==> src/ldoreg_cfg.svh <==
// Register offsets, field positions, write masks and code points for the LDO control register bank.
// Assumes inclusion by bare name from the package and design modules.
`ifndef LDOREG_CFG_SVH
`define LDOREG_CFG_SVH

`define LDOREG_OFS_SEQ_FAULT 8'hCC
`define LDOREG_OFS_LOW_POWER 8'hCD
`define LDOREG_OFS_C_CONTROL 8'hCE
`define LDOREG_OFS_STATUS 8'hF0
`define LDOREG_OFS_MASK 8'hF1
`define LDOREG_OFS_SYS_CTRL 8'hF2
`define LDOREG_OFS_CHAN_STATE 8'hF3

`define LDOREG_FAULT_ACT_HI 15
`define LDOREG_FAULT_ACT_LO 14
`define LDOREG_START_HI 13
`define LDOREG_START_LO 10
`define LDOREG_SHUT_HI 9
`define LDOREG_SHUT_LO 6
`define LDOREG_HIB_BEH_HI 13
`define LDOREG_HIB_BEH_LO 12
`define LDOREG_HIB_SRC_HI 9
`define LDOREG_HIB_SRC_LO 8
`define LDOREG_VOLT_HI 4
`define LDOREG_VOLT_LO 0
`define LDOREG_SWITCH_BIT 14
`define LDOREG_FLOAT_BIT 10

`define LDOREG_WMASK_SEQ 16'hFFC0
`define LDOREG_WMASK_LP 16'h331F
`define LDOREG_WMASK_CTRL 16'h441F

`define LDOREG_ACT_IGNORE 2'h0
`define LDOREG_ACT_SHUT_REG 2'h1
`define LDOREG_SLOT_OFF 4'h0
`define LDOREG_SLOT_ACTIVE 4'hF
`define LDOREG_HIB_IMAGE 2'h0
`define LDOREG_HIB_DISABLE 2'h1
`define LDOREG_SRC_REG_BIT 2'h0

`endif

==> src/ldoreg_pkg.sv <==
// Types shared by the LDO register bank and its slot decoder.
// Assumes the constants header is on the include path.
`include "ldoreg_cfg.svh"

package ldoreg_pkg;

    typedef struct packed {
        logic [1:0] fault_action;
        logic [3:0] startup_slot;
        logic [3:0] shutdown_slot;
    } ldoreg_seq_type;

    typedef struct packed {
        logic [1:0] hib_behaviour;
        logic [1:0] hib_source;
        logic [4:0] image_code;
    } ldoreg_lp_type;

    typedef struct packed {
        logic switch_mode;
        logic float_ctrl;
        logic [4:0] volt_code;
    } ldoreg_ctrl_type;

    typedef enum logic [1:0] {
        LDOREG_SYS_OFF,
        LDOREG_SYS_SEQ,
        LDOREG_SYS_ACTIVE
    } ldoreg_phase_type;

    typedef enum {
        LDOREG_CH_OFF,
        LDOREG_CH_ON,
        LDOREG_CH_HIB
    } ldoreg_chan_type;

endpackage

==> src/ldoreg_slot.sv <==
// Slot decoder: turns start-up and shutdown slot codes into enable and disable requests.
// Assumes phase and slot number come from the power state machine, one step per cycle.
`timescale 1ns/1ps
`include "ldoreg_cfg.svh"

module ldoreg_slot (
    input wire logic [3:0] startup_slot,
    input wire logic [3:0] shutdown_slot,
    input wire ldoreg_pkg::ldoreg_phase_type phase,
    input wire logic powering_up,
    input wire logic [3:0] slot_num,
    input wire logic slot_stb,
    output logic enable_req,
    output logic disable_req
);

    always_comb begin
        enable_req = 1'b0;
        disable_req = 1'b0;
        if (powering_up) begin
            if (startup_slot == `LDOREG_SLOT_ACTIVE) begin
                enable_req = (phase == ldoreg_pkg::LDOREG_SYS_ACTIVE);
            end else if (startup_slot != `LDOREG_SLOT_OFF) begin
                enable_req = slot_stb && (slot_num == startup_slot);
            end
        end else begin
            if (shutdown_slot == `LDOREG_SLOT_OFF || shutdown_slot == `LDOREG_SLOT_ACTIVE) begin
                disable_req = (phase == ldoreg_pkg::LDOREG_SYS_OFF);
            end else begin
                disable_req = slot_stb && (slot_num == shutdown_slot);
            end
        end
    end

endmodule

==> src/ldoreg_bank.sv <==
// LDO register bank: sequencing, fault, hibernate and output control for two regulator channels.
// Assumes a synchronous register port and a power state machine that gives phase and slot strobes.
//
// Summary of operation
// - Fault action 00 ignores, 01 stops this regulator, 10 and 11 stop the system.
// - Every regulator fault raises an interrupt when its mask bit is set, whatever the fault action is.
// - Start slot 0 keeps off, 1 to 14 enables in that slot, 15 on active.
// - Shutdown slot 1 to 14 disables in that slot; 0 and 15 on entering off.
// - The state machine resets configuration fields to variant-specific mask defaults.
// - Hibernate behaviour 00 selects image voltage, 01 disables output, others reserved.
// - Hibernate source 00 is register bit; 01 to 11 select low-power inputs 1 to 3.
// - Image code: top half 1.8 to 3.3 V in 100 mV, bottom 0.9 to 1.65 V.
// - Output code uses the same encoding and only matters in regulator mode.
// - Switch mode bit 14 high gives a current-limited switch, ignoring the voltage code.
// - Float bit 10 low discharges a disabled output, high leaves it floating.
// - With all four regulators disabled, the channel C output is discharged regardless of float.
//
// The strobed register port was decided locally.
`timescale 1ns/1ps
`include "ldoreg_cfg.svh"

module ldoreg_bank #(
    parameter logic [15:0] SEQ_DEFAULT = 16'h0400,
    parameter logic [15:0] LP_DEFAULT = 16'h001C,
    parameter logic [15:0] CTRL_DEFAULT = 16'h001B
) (
    input wire logic CLK,
    input wire logic RSTN,
    input wire logic [7:0] ADDR,
    input wire logic [15:0] WDATA,
    input wire logic WR,
    input wire logic RD,
    output logic [15:0] RDATA,
    input wire ldoreg_pkg::ldoreg_phase_type PHASE,
    input wire logic POWERING_UP,
    input wire logic [3:0] SLOT_NUM,
    input wire logic SLOT_STB,
    input wire logic SM_DEFAULTS,
    input wire logic [2:0] LOW_POWER_IN,
    input wire logic FAULT_B,
    input wire logic FAULT_C,
    input wire logic OTHERS_DISABLED,
    output logic EN_B,
    output logic [4:0] VOLT_B,
    output logic EN_C,
    output logic SWITCH_C,
    output logic [4:0] VOLT_C,
    output logic DISCHARGE_C,
    output logic SYS_SHUTDOWN,
    output logic IRQ
);

    ////////////////////////////////////////////////////////////////////////////////
    // Registers and sequencing state.

    logic [15:0] seq_q;
    logic [15:0] lp_q;
    logic [15:0] ctrl_q;
    logic [1:0] status_q;
    logic [1:0] mask_q;
    logic hib_bit_q;
    ldoreg_pkg::ldoreg_chan_type chan_q;
    logic fault_off_q;
    logic [15:0] rdata_q;
    logic en_c_q;
    logic [4:0] volt_b_q;
    logic sys_shut_q;
    logic discharge_q;

    ldoreg_pkg::ldoreg_seq_type seq_f;
    ldoreg_pkg::ldoreg_lp_type lp_f;
    ldoreg_pkg::ldoreg_ctrl_type ctrl_f;
    logic enable_req;
    logic disable_req;
    logic hib_sel;
    logic [1:0] events;

    assign seq_f = '{seq_q[`LDOREG_FAULT_ACT_HI:`LDOREG_FAULT_ACT_LO],
                     seq_q[`LDOREG_START_HI:`LDOREG_START_LO], seq_q[`LDOREG_SHUT_HI:`LDOREG_SHUT_LO]};
    assign lp_f = '{lp_q[`LDOREG_HIB_BEH_HI:`LDOREG_HIB_BEH_LO], lp_q[`LDOREG_HIB_SRC_HI:`LDOREG_HIB_SRC_LO],
                    lp_q[`LDOREG_VOLT_HI:`LDOREG_VOLT_LO]};
    assign ctrl_f = '{ctrl_q[`LDOREG_SWITCH_BIT], ctrl_q[`LDOREG_FLOAT_BIT], ctrl_q[`LDOREG_VOLT_HI:`LDOREG_VOLT_LO]};

    function automatic logic hit(input logic [7:0] a, input logic [7:0] ofs);
        hit = (a == ofs);
    endfunction

    ////////////////////////////////////////////////////////////////////////////////
    // Configuration registers; the state machine may reload mask defaults at any time.

    always_ff @(posedge CLK or negedge RSTN) begin
        if (!RSTN) begin
            seq_q <= SEQ_DEFAULT & `LDOREG_WMASK_SEQ;
            lp_q <= LP_DEFAULT & `LDOREG_WMASK_LP;
            ctrl_q <= CTRL_DEFAULT & `LDOREG_WMASK_CTRL;
        end else if (SM_DEFAULTS) begin
            seq_q <= SEQ_DEFAULT & `LDOREG_WMASK_SEQ;
            lp_q <= LP_DEFAULT & `LDOREG_WMASK_LP;
            ctrl_q <= CTRL_DEFAULT & `LDOREG_WMASK_CTRL;
        end else if (WR) begin
            if (hit(ADDR, `LDOREG_OFS_SEQ_FAULT)) begin
                seq_q <= WDATA & `LDOREG_WMASK_SEQ;
            end else if (hit(ADDR, `LDOREG_OFS_LOW_POWER)) begin
                lp_q <= WDATA & `LDOREG_WMASK_LP;
            end else if (hit(ADDR, `LDOREG_OFS_C_CONTROL)) begin
                ctrl_q <= WDATA & `LDOREG_WMASK_CTRL;
            end
        end
    end

    always_ff @(posedge CLK or negedge RSTN) begin
        if (!RSTN) begin
            mask_q <= 2'h0;
            hib_bit_q <= 1'b0;
        end else if (WR) begin
            if (hit(ADDR, `LDOREG_OFS_MASK)) begin
                mask_q <= WDATA[1:0];
            end else if (hit(ADDR, `LDOREG_OFS_SYS_CTRL)) begin
                hib_bit_q <= WDATA[0];
            end
        end
    end

    ////////////////////////////////////////////////////////////////////////////////
    // Fault events and interrupt; a set in the clearing read cycle wins.

    assign events = {FAULT_C, FAULT_B};

    always_ff @(posedge CLK or negedge RSTN) begin
        if (!RSTN) begin
            status_q <= 2'h0;
        end else if (RD && hit(ADDR, `LDOREG_OFS_STATUS)) begin
            status_q <= events;
        end else begin
            status_q <= status_q | events;
        end
    end

    assign IRQ = |(status_q & mask_q);

    // A fault on channel B acts on its own fault action; channel C faults only interrupt.
    always_ff @(posedge CLK or negedge RSTN) begin
        if (!RSTN) begin
            sys_shut_q <= 1'b0;
            fault_off_q <= 1'b0;
        end else begin
            sys_shut_q <= FAULT_B && seq_f.fault_action[1];
            if (FAULT_B && seq_f.fault_action == `LDOREG_ACT_SHUT_REG) begin
                fault_off_q <= 1'b1;
            end else if (enable_req) begin
                fault_off_q <= 1'b0;
            end
        end
    end

    assign SYS_SHUTDOWN = sys_shut_q;

    ////////////////////////////////////////////////////////////////////////////////
    // Channel B sequencing and hibernate.

    ldoreg_slot u_slot (
        .startup_slot(seq_f.startup_slot),
        .shutdown_slot(seq_f.shutdown_slot),
        .phase(PHASE),
        .powering_up(POWERING_UP),
        .slot_num(SLOT_NUM),
        .slot_stb(SLOT_STB),
        .enable_req(enable_req),
        .disable_req(disable_req)
    );

    always_comb begin
        if (lp_f.hib_source == `LDOREG_SRC_REG_BIT) begin
            hib_sel = hib_bit_q;
        end else begin
            hib_sel = LOW_POWER_IN[lp_f.hib_source - 2'h1];
        end
    end

    // Hibernate is only entered from the on state, so waking returns to on; a disable request or acted-on fault goes to off.
    always_ff @(posedge CLK or negedge RSTN) begin
        if (!RSTN) begin
            chan_q <= ldoreg_pkg::LDOREG_CH_OFF;
        end else begin
            case (chan_q)
                ldoreg_pkg::LDOREG_CH_OFF: begin
                    if (enable_req && !fault_off_q) begin
                        chan_q <= ldoreg_pkg::LDOREG_CH_ON;
                    end
                end
                ldoreg_pkg::LDOREG_CH_ON: begin
                    if (disable_req || (FAULT_B && seq_f.fault_action != `LDOREG_ACT_IGNORE)) begin
                        chan_q <= ldoreg_pkg::LDOREG_CH_OFF;
                    end else if (hib_sel) begin
                        chan_q <= ldoreg_pkg::LDOREG_CH_HIB;
                    end
                end
                default: begin
                    if (disable_req || (FAULT_B && seq_f.fault_action != `LDOREG_ACT_IGNORE)) begin
                        chan_q <= ldoreg_pkg::LDOREG_CH_OFF;
                    end else if (!hib_sel) begin
                        chan_q <= ldoreg_pkg::LDOREG_CH_ON;
                    end
                end
            endcase
        end
    end

    // Reserved hibernate codes behave as image voltage; that keeps the rail up, the safer default.
    always_ff @(posedge CLK or negedge RSTN) begin
        if (!RSTN) begin
            volt_b_q <= 5'h00;
        end else if (chan_q == ldoreg_pkg::LDOREG_CH_HIB && lp_f.hib_behaviour != `LDOREG_HIB_DISABLE) begin
            volt_b_q <= lp_f.image_code;
        end else begin
            volt_b_q <= CTRL_DEFAULT[4:0];
        end
    end

    assign EN_B = (chan_q == ldoreg_pkg::LDOREG_CH_ON) ||
                  (chan_q == ldoreg_pkg::LDOREG_CH_HIB && lp_f.hib_behaviour != `LDOREG_HIB_DISABLE);
    assign VOLT_B = volt_b_q;

    ////////////////////////////////////////////////////////////////////////////////
    // Channel C output control.

    always_ff @(posedge CLK or negedge RSTN) begin
        if (!RSTN) begin
            en_c_q <= 1'b0;
            discharge_q <= 1'b0;
        end else begin
            en_c_q <= (PHASE != ldoreg_pkg::LDOREG_SYS_OFF);
            discharge_q <= !en_c_q && (!ctrl_f.float_ctrl || (OTHERS_DISABLED && !EN_B));
        end
    end

    assign EN_C = en_c_q;
    assign SWITCH_C = ctrl_f.switch_mode;
    assign VOLT_C = ctrl_f.switch_mode ? 5'h00 : ctrl_f.volt_code;
    assign DISCHARGE_C = discharge_q;

    ////////////////////////////////////////////////////////////////////////////////
    // Read port; unmapped addresses read zero.

    always_ff @(posedge CLK or negedge RSTN) begin
        if (!RSTN) begin
            rdata_q <= 16'h0000;
        end else if (RD) begin
            if (hit(ADDR, `LDOREG_OFS_SEQ_FAULT)) begin
                rdata_q <= seq_q;
            end else if (hit(ADDR, `LDOREG_OFS_LOW_POWER)) begin
                rdata_q <= lp_q;
            end else if (hit(ADDR, `LDOREG_OFS_C_CONTROL)) begin
                rdata_q <= ctrl_q;
            end else if (hit(ADDR, `LDOREG_OFS_STATUS)) begin
                rdata_q <= {14'h0000, status_q};
            end else if (hit(ADDR, `LDOREG_OFS_MASK)) begin
                rdata_q <= {14'h0000, mask_q};
            end else if (hit(ADDR, `LDOREG_OFS_SYS_CTRL)) begin
                rdata_q <= {15'h0000, hib_bit_q};
            end else if (hit(ADDR, `LDOREG_OFS_CHAN_STATE)) begin
                rdata_q <= {12'h000, fault_off_q, discharge_q, EN_C, EN_B};
            end else begin
                rdata_q <= 16'h0000;
            end
        end else begin
            rdata_q <= 16'h0000;
        end
    end

    assign RDATA = rdata_q;

endmodule

==> config.mk <==
export PLATFORM = sky130hd
export DESIGN_NAME = ldoreg_bank
export DESIGN_NICKNAME = d
export VERILOG_FILES = /design/src/ldoreg_pkg.sv /design/src/ldoreg_slot.sv /design/src/ldoreg_bank.sv
export VERILOG_INCLUDE_DIRS = /design/src
export SDC_FILE = /design/constraint.sdc
export NUM_CORES = 1
export LEC_CHECK = 0
export BUFFER_PORTS_ARGS = -buffer_cell sky130_fd_sc_hd__buf_4
export CORE_MARGIN = 2
export CORE_UTILIZATION = 55
export CTS_CLUSTER_SIZE = 20
export DETAILED_ROUTE_END_ITERATION = 12
export GPL_ROUTABILITY_DRIVEN = 0
export PLACE_DENSITY = 0.83
export SKIP_CTS_REPAIR_TIMING = 1
export SYNTH_ARGS = -nofsm -noshare
export SYNTH_HDL_FRONTEND = slang
export SYNTH_SLANG_ARGS = --single-unit
==> constraint.sdc <==
create_clock -name CLK -period 4.8 [get_ports CLK]
set_input_delay 0.24 -clock CLK [delete_from_list [all_inputs] [get_ports CLK]]
set_output_delay 0.24 -clock CLK [all_outputs]
set_load 0.01 [all_outputs]
==> impl_metrics.toml, run 1 <==
[outcome]
status = "complete, but fails checks"
failed_checks = "negative hold slack"

[logic_synthesis]
synth_edf_count = 0
synth_top_area_frac = 0.443
synthTopCellsByArea = "dfrtp_1 (44%), dfstp_2 (7.6%), mux2i_1 (5.4%)"
ys_ff_latch = 57
synthCells = 264
ys.flop_type = "dfrtp_1"
synth-xor-area-share = 0.0253
muxShareOfSynthArea = 0.0706
synthArstFlopShare = 1.00
synth_area_um2 = 2770
ys_seq_area_frac = 0.519
yosys.area.top_type = "dfrtp_1"
synth.distinct_cells = 54
synth_top_family_by_area = "simple AND/OR/NAND/NOR gates"
synth_compound_gate_area_share = 0.111
synth-simple-area-share = 0.231
synthAdderAreaFrac = 0.00452
synth_warnings = 0
syn-num-nets = 308
avgSynthCellArea_um2 = 10.5

[timing]
finalMaxSlewViolations = 0
rsz0062_at_grt = "false"
clock-skew-final_ps = 7.67
timing.final.crit_share = 0.410
whs_ps = -71.4
slew_headroom = 0.429
hold_violations = 49
worst_slew_pin_slew_ps = 854
fmax_mhz = 508
period_needed_ps = 1970
fin_tns_setup_ps = 0
finalSetupViolations = 0

[clocking]
cts_sinks = 57
clkLatencyLatePin_ps = 340
path_clk_slew_ps = 60
cts_max_level = 3
clock_path_buffers = 2
root_buffer = "clkbuf_8"
cts_buffers = 9
cts_tree = "yes"

[pwr]
power_switching_w = 0.000231
power_w = 0.000971
swShare = 0.238
seq_power_share = 0.504
p_per_area_nw_per_um2 = 278
p_comb_frac = 0.090
power_leakage_nw = 1.57
max-vdd-ir-drop_uv = 252
clock_power_share = 0.406
p_int_w = 0.000740

[routing]
drtIter0Drc = 187
firstDrtPassIters = 4
vias = 2275
wl_um = 6430
ant_nets = 0
wl_per_cell_um = 15.8
drcViolationCount = 0
via_per_inst = 5.59

[setup_path]
worst-path-buf-inv = 1
end_kind = "register"
startpoint_type = "input pin"
worstPathMaxFanout = 20
max_stage_delay_ps = 850
slowest_stage = "nor2_1"
crit_arrival_ps = 2230
cp_cell_sequence = "buf_4 -> nor2_2 -> nand4_2 -> nor2_1 -> nor2b_1 -> a211o_1"
timing_worst_setup_path_type = "input pin to register"
path_delay_family = "simple AND/OR/NAND/NOR gates"
critPathRequiredTime_ps = 5060

[global_route]
use_met1 = 0.365
overflow = 0
use_met3 = 0.0522
grt_pass1_vias = 2202
grt_use_total = 0.251
antenna_found_initial = 0
grt-busiest-layer = "met1"
grt_pass1_wl_um = 10400
grt_max_degree = 58
met2_usage = 0.360

[floorplan]
dieArea_um2 = 5610
fp-row-count = 25
start_util = 0.578
die_h_um = 74.9
core_area_um2 = 4790
dieWidth_um = 74.9
ioPinCount = 75

[final_layout]
fin_cells = 407
fillCellCount = 387
syn2layout_area_growth_pct = 26.4
final_layout_size_suffix_gt1_frac = 0.312
final_area_um2 = 3500
layout.nets = 379
antenna_cells = 0

[placement]
placed_cell_area_um2 = 3320
io_buffers = 72
dp_hpwl_um = 4690
dp.cells = 391

[flow_run]
cap_violations = 0

[min_path]
holdCritPathClass = "input pin to async pin"
-- layout make-up --
class,instances,area (µm²),share of cell area
timing repair buffer,73,548,0.157
tap,67,83.8,0.0240
multi-input combinational,187,1230,0.351
clock buffer,13,159,0.0455
clock inverter,3,15.0,0.00429
sequential,57,1440,0.411
inverter,7,26.3,0.00752
-- routing by layer --
metal  vias to the layer above  routed length (µm)
met2                        97                3010
met3                        14                 473
met1                      1090                2790
li1                       1074                   -
met4                         0                 151
met5                         -                   0
-- kinds of logic (layout without fill, tap and decap cells) --
group | count (synthesis) | count (layout)
buf+inv | 20 | 96
fa+ha+maj | 1 | 1
xor+xnor | 8 | 8
compound gates | 46 | 46
flops | 57 | 57
mux | 19 | 19
simple gates | 112 | 112
other cells | 1 | 1
-- worst reg2reg max path, delay by kind of cell (launching register included) --
kind | cells | cell delay (ps)
AOI/OAI and AO/OA | 3 | 640
DFF | 1 | 410
adders and majority gates | 1 | 310
muxes | 1 | 200
and+or+nand+nor | 1 | 90
buffers and inverters | 1 | 80
-- state kept, by name (all words and copies together) (netlist names) --
signal and flops:
RDATA 15, lp_q 9, DISCHARGE_C 1, VOLT_B 5, ctrl_q 7, mask_q 2, seq_q 10, hib_bit_q 1
status_q 2, fault_off_q 1, EN_C 1, chan_q 2, SYS_SHUTDOWN 1
-- metrics by stage --
stage / utilization / setup slack, ps / hold WS [ps]
global route: 0.730 / 2690 / 12.4
finish: 0.730 / 2830 / -71.4
CTS: 0.730 / 2860 / -32.6
detailed placement: 0.694 / 2530 / 327
global placement: 0.694 / 2580 / 330
floorplan: - / 3240 / -55.6
-- power groups by stage --
stage / sequential (W) / clock [W] / combinational (W)
finish: 0.000489 / 0.000395 / 0.0000870
global placement: 0.000498 / 0 / 0.0000849
detailed placement: 0.000498 / 0 / 0.0000867
floorplan: 0.000497 / 0 / 0.0000355
global route: 0.000490 / 0.000415 / 0.0000956
CTS: 0.000489 / 0.000399 / 0.0000872
-- synth_stat cells, types with 3 or more instances --
master and count:
nand2_1 25, and2_1 7, inv_1 7, o21ai_0 7, and3_1 4, nor3_1 11, nor3b_1 5, a21oi_1 14
nand4_1 3, dfrtp_1 49, clkbuf_1 5, xor2_1 6, buf_2 3, mux2i_1 15, a211o_1 8, nor4_1 4
mux2_2 4, or3_1 6, nor2b_1 14, dfstp_2 8, nor2_1 16
-- path summary, 6_finish.rpt --
kind                          from     endpoint  slack (ps)  cells after the start
setup / recovery           ADDR[5]    ctrl_q[0]        2830                      6
hold / removal                RSTN    ctrl_q[2]         -70                      1
setup reg to reg           lp_q[8]    chan_q[0]        2990                      7
hold reg to reg               EN_C  DISCHARGE_C         490                      1
max in group asynchronous     RSTN     RDATA[0]        4390                      1
min in group CLK           FAULT_C  status_q[1]          80                      2
-- layout by cell type (no fill, tap or decap), drive strengths merged, types with 11 or more instances in the layout --
cell    Yosys  routed
a21oi      14      14
nor2b      14      14
clkbuf      5      13
nand2      26      26
nor3       11      11
buf         8      73
mux2i      15      15
dfrtp      49      49
nor2       17      17
Power figures use the tool's default switching activity.
==> run 2, diff against run 1 <==
--- a/config.mk
+++ b/config.mk
@@ -6,13 +6,14 @@
 export SDC_FILE = /design/constraint.sdc
 export NUM_CORES = 1
 export LEC_CHECK = 0
+export ABC_AREA = 1
 export BUFFER_PORTS_ARGS = -buffer_cell sky130_fd_sc_hd__buf_4
 export CORE_MARGIN = 2
-export CORE_UTILIZATION = 55
+export CORE_UTILIZATION = 53
 export CTS_CLUSTER_SIZE = 20
 export DETAILED_ROUTE_END_ITERATION = 12
 export GPL_ROUTABILITY_DRIVEN = 0
-export PLACE_DENSITY = 0.83
+export PLACE_DENSITY = 0.8
 export SKIP_CTS_REPAIR_TIMING = 1
 export SYNTH_ARGS = -nofsm -noshare
 export SYNTH_HDL_FRONTEND = slang
==> constraint.sdc (replaced) <==
create_clock -name CLK -period 1.9 [get_ports CLK]
set_input_delay 0.095 -clock CLK [delete_from_list [all_inputs] [get_ports CLK]]
set_output_delay 0.095 -clock CLK [all_outputs]
set_load 0.01 [all_outputs]
==> impl_metrics.toml, run 2 <==
[final_layout]
layout_commonest_cell = "nand2_1"
antenna_cells = 0
multi_input_area_um2 = 1140
fillCellCount = 408
final_layout_size_suffix_gt1_frac = 0.287
layout.nets = 474
largest_register_ffs = 15
seqCellArea_um2 = 1440
syn2layout_area_growth_pct = 30.4
mostFrequentLayoutCells = "nand2_1 (84), buf_4 (72), inv_1 (61)"

[min_path]
holdCritPathClass = "input pin to register"
hold_end = "ctrl_q[10]"
min-delay-start = "WDATA[10]"
min_delay_path_depth = 3

[routing]
vias = 2625
firstDrtPassIters = 5
drtIter0Drc = 226
ant_nets = 0
wl_um = 7070
drcViolationCount = 0
wl_per_cell_um = 14.0
via_per_inst = 5.20

[timing]
whs_ps = -21.6
timing.final.crit_share = 0.842
fmax_mhz = 625
layout_setup_ws_ps = 299
hold_violations = 3
fin_tns_setup_ps = 0
slew_headroom = 0.536
period_needed_ps = 1600
finalMaxSlewViolations = 0
finalSetupViolations = 0
worst_slew_pin_slew_ps = 696
clock-skew-final_ps = 5.63
rsz0062_at_grt = "false"

[setup_path]
crit_arrival_ps = 1830
timing_worst_setup_path_type = "register to register"
critPathRequiredTime_ps = 2130
worstPathMaxFanout = 4
startpoint_type = "register"
worstReg2RegStart = "lp_q[8]"
end_kind = "register"
reg2reg_setup_slack_ps = 300
r2r-end = "chan_q[0]"
ff2ff_path_depth = 8

[floorplan]
ioPinCount = 75
dieWidth_um = 77.4
dieArea_um2 = 5990
start_util = 0.555
fp-row-count = 26
die_h_um = 77.4
core_area_um2 = 5140

[global_route]
grt_use_total = 0.252
grt_pass1_vias = 2479
grt_pass1_wl_um = 11800
grt_max_degree = 58
antenna_found_initial = 0
overflow = 0

[logic_synthesis]
yosysMostFrequentCell = "nand2_1"
ys_seq_area_frac = 0.503
avgSynthCellArea_um2 = 8.25
synthArstFlopShare = 1.00
synth_top_area_frac = 0.430
ys.flop_type = "dfrtp_1"
synth_warnings = 0
synthTopCellsByArea = "dfrtp_1 (43%), nand2_1 (11%), inv_1 (8.0%)"
yosys.area.top_type = "dfrtp_1"
synthTopCellsByCount = "nand2_1 (84), inv_1 (61), dfrtp_1 (49)"
synthCells = 346
synth_edf_count = 0
syn-num-nets = 390
ys_ff_latch = 57
synth.distinct_cells = 42
synth_area_um2 = 2850

[clocking]
path_clk_slew_ps = 70
clock_path_buffers = 2
cts_max_level = 3
root_buffer = "clkbuf_8"
cts_buffers = 9
cts_tree = "yes"
cts_sinks = 57
clkLatencyLatePin_ps = 340

[pwr]
power_leakage_nw = 1.94
p_per_area_nw_per_um2 = 853
max-vdd-ir-drop_uv = 602

[placement]
io_buffers = 72
dp_hpwl_um = 5160
pre_cts_slack_ps = 314

[outcome]
failed_checks = "negative hold slack"
status = "complete, but fails checks"

[flow_run]
cap_violations = 0
-- run 2: cell count changes in the layout (fill, tap and decap cells not counted), moves of 10 or more --
| cell | before | now |
|---|---|---|
| nor2b_1 | 14 | 0 |
| o21ai_0 | 7 | 18 |
| a21oi_1 | 14 | 4 |
| mux2i_1 | 15 | 0 |
| nand3_1 | 2 | 18 |
| nand2_1 | 25 | 84 |
| nor2_1 | 16 | 34 |
| inv_1 | 7 | 61 |
-- run 2: worst max path at each step --
| stage | from | end | slack (ps) | cells past startpoint |
|---|---|---|---|---|
| after floorplan | lp_q[8] | chan_q[0] | 470 | 8 |
| after global placement | lp_q[8] | chan_q[0] | 370 | 8 |
| after detailed placement | lp_q[8] | chan_q[0] | 310 | 8 |
| after CTS | lp_q[8] | chan_q[0] | 300 | 8 |
| after global routing | lp_q[8] | chan_q[0] | 100 | 9 |
| final | lp_q[8] | chan_q[0] | 300 | 8 |
-- run 2: worst max-delay path: stages, from the launching register on --
cell     delay, ps
dfrtp_1        370
inv_1           90
ha_1           320
nor2_1         120
nand2_1         70
a31oi_1        230
nand4_1        150
nand3_1        110
nand2_1         50
-- run 2: routing by layer --
metal  up-vias  global-route usage  share of wire
met5         -                   0              0
met4         0               0.100          0.020
met3        16              0.0384          0.055
met2       110               0.393           0.47
met1      1227               0.355           0.45
li1       1272                   -              -
-- run 2: cell type report --
cell class / instances / area share
clock inverters: 5 / 0.0208
clock buffers: 11 / 0.0407
repair buffers: 77 / 0.159
multi-input cells: 222 / 0.307
flip-flops and latches: 57 / 0.386
well taps: 70 / 0.0235
inverters: 63 / 0.0635
-- run 2: power by group --
group          leakage (nW)  switching (W)  internal (W)
Combinational          1.10       0.000298      0.000225
Sequential            0.719      0.0000568       0.00129
Clock                 0.115       0.000502      0.000805
-- run 2: cell families (layout without fill, tap and decap cells) --
family,count (synthesis),count (layout),synth area share
compound gates,58,58,0.134
flops,57,57,0.503
fa+ha+maj,1,1,0.00438
other cells,1,1,0.00131
buf+inv,67,156,0.0964
simple gates,161,161,0.257
xor+xnor,1,1,0.00307
-- run 2: through the flow --
| step | power, W | instance area (µm²) | instances | utilization | hold WS (ps) |
|---|---|---|---|---|---|
| after global routing | 0.00332 | 3720 | 505 | 0.724 | 19.3 |
| final | 0.00318 | 3720 | 505 | 0.724 | -21.6 |
| after floorplan | 0.00165 | 2850 | 346 | - | -201 |
| after global placement | 0.00187 | 3440 | 484 | 0.670 | 189 |
| after CTS | 0.00317 | 3670 | 500 | 0.714 | -167 |
| after detailed placement | 0.00188 | 3440 | 484 | 0.670 | 189 |
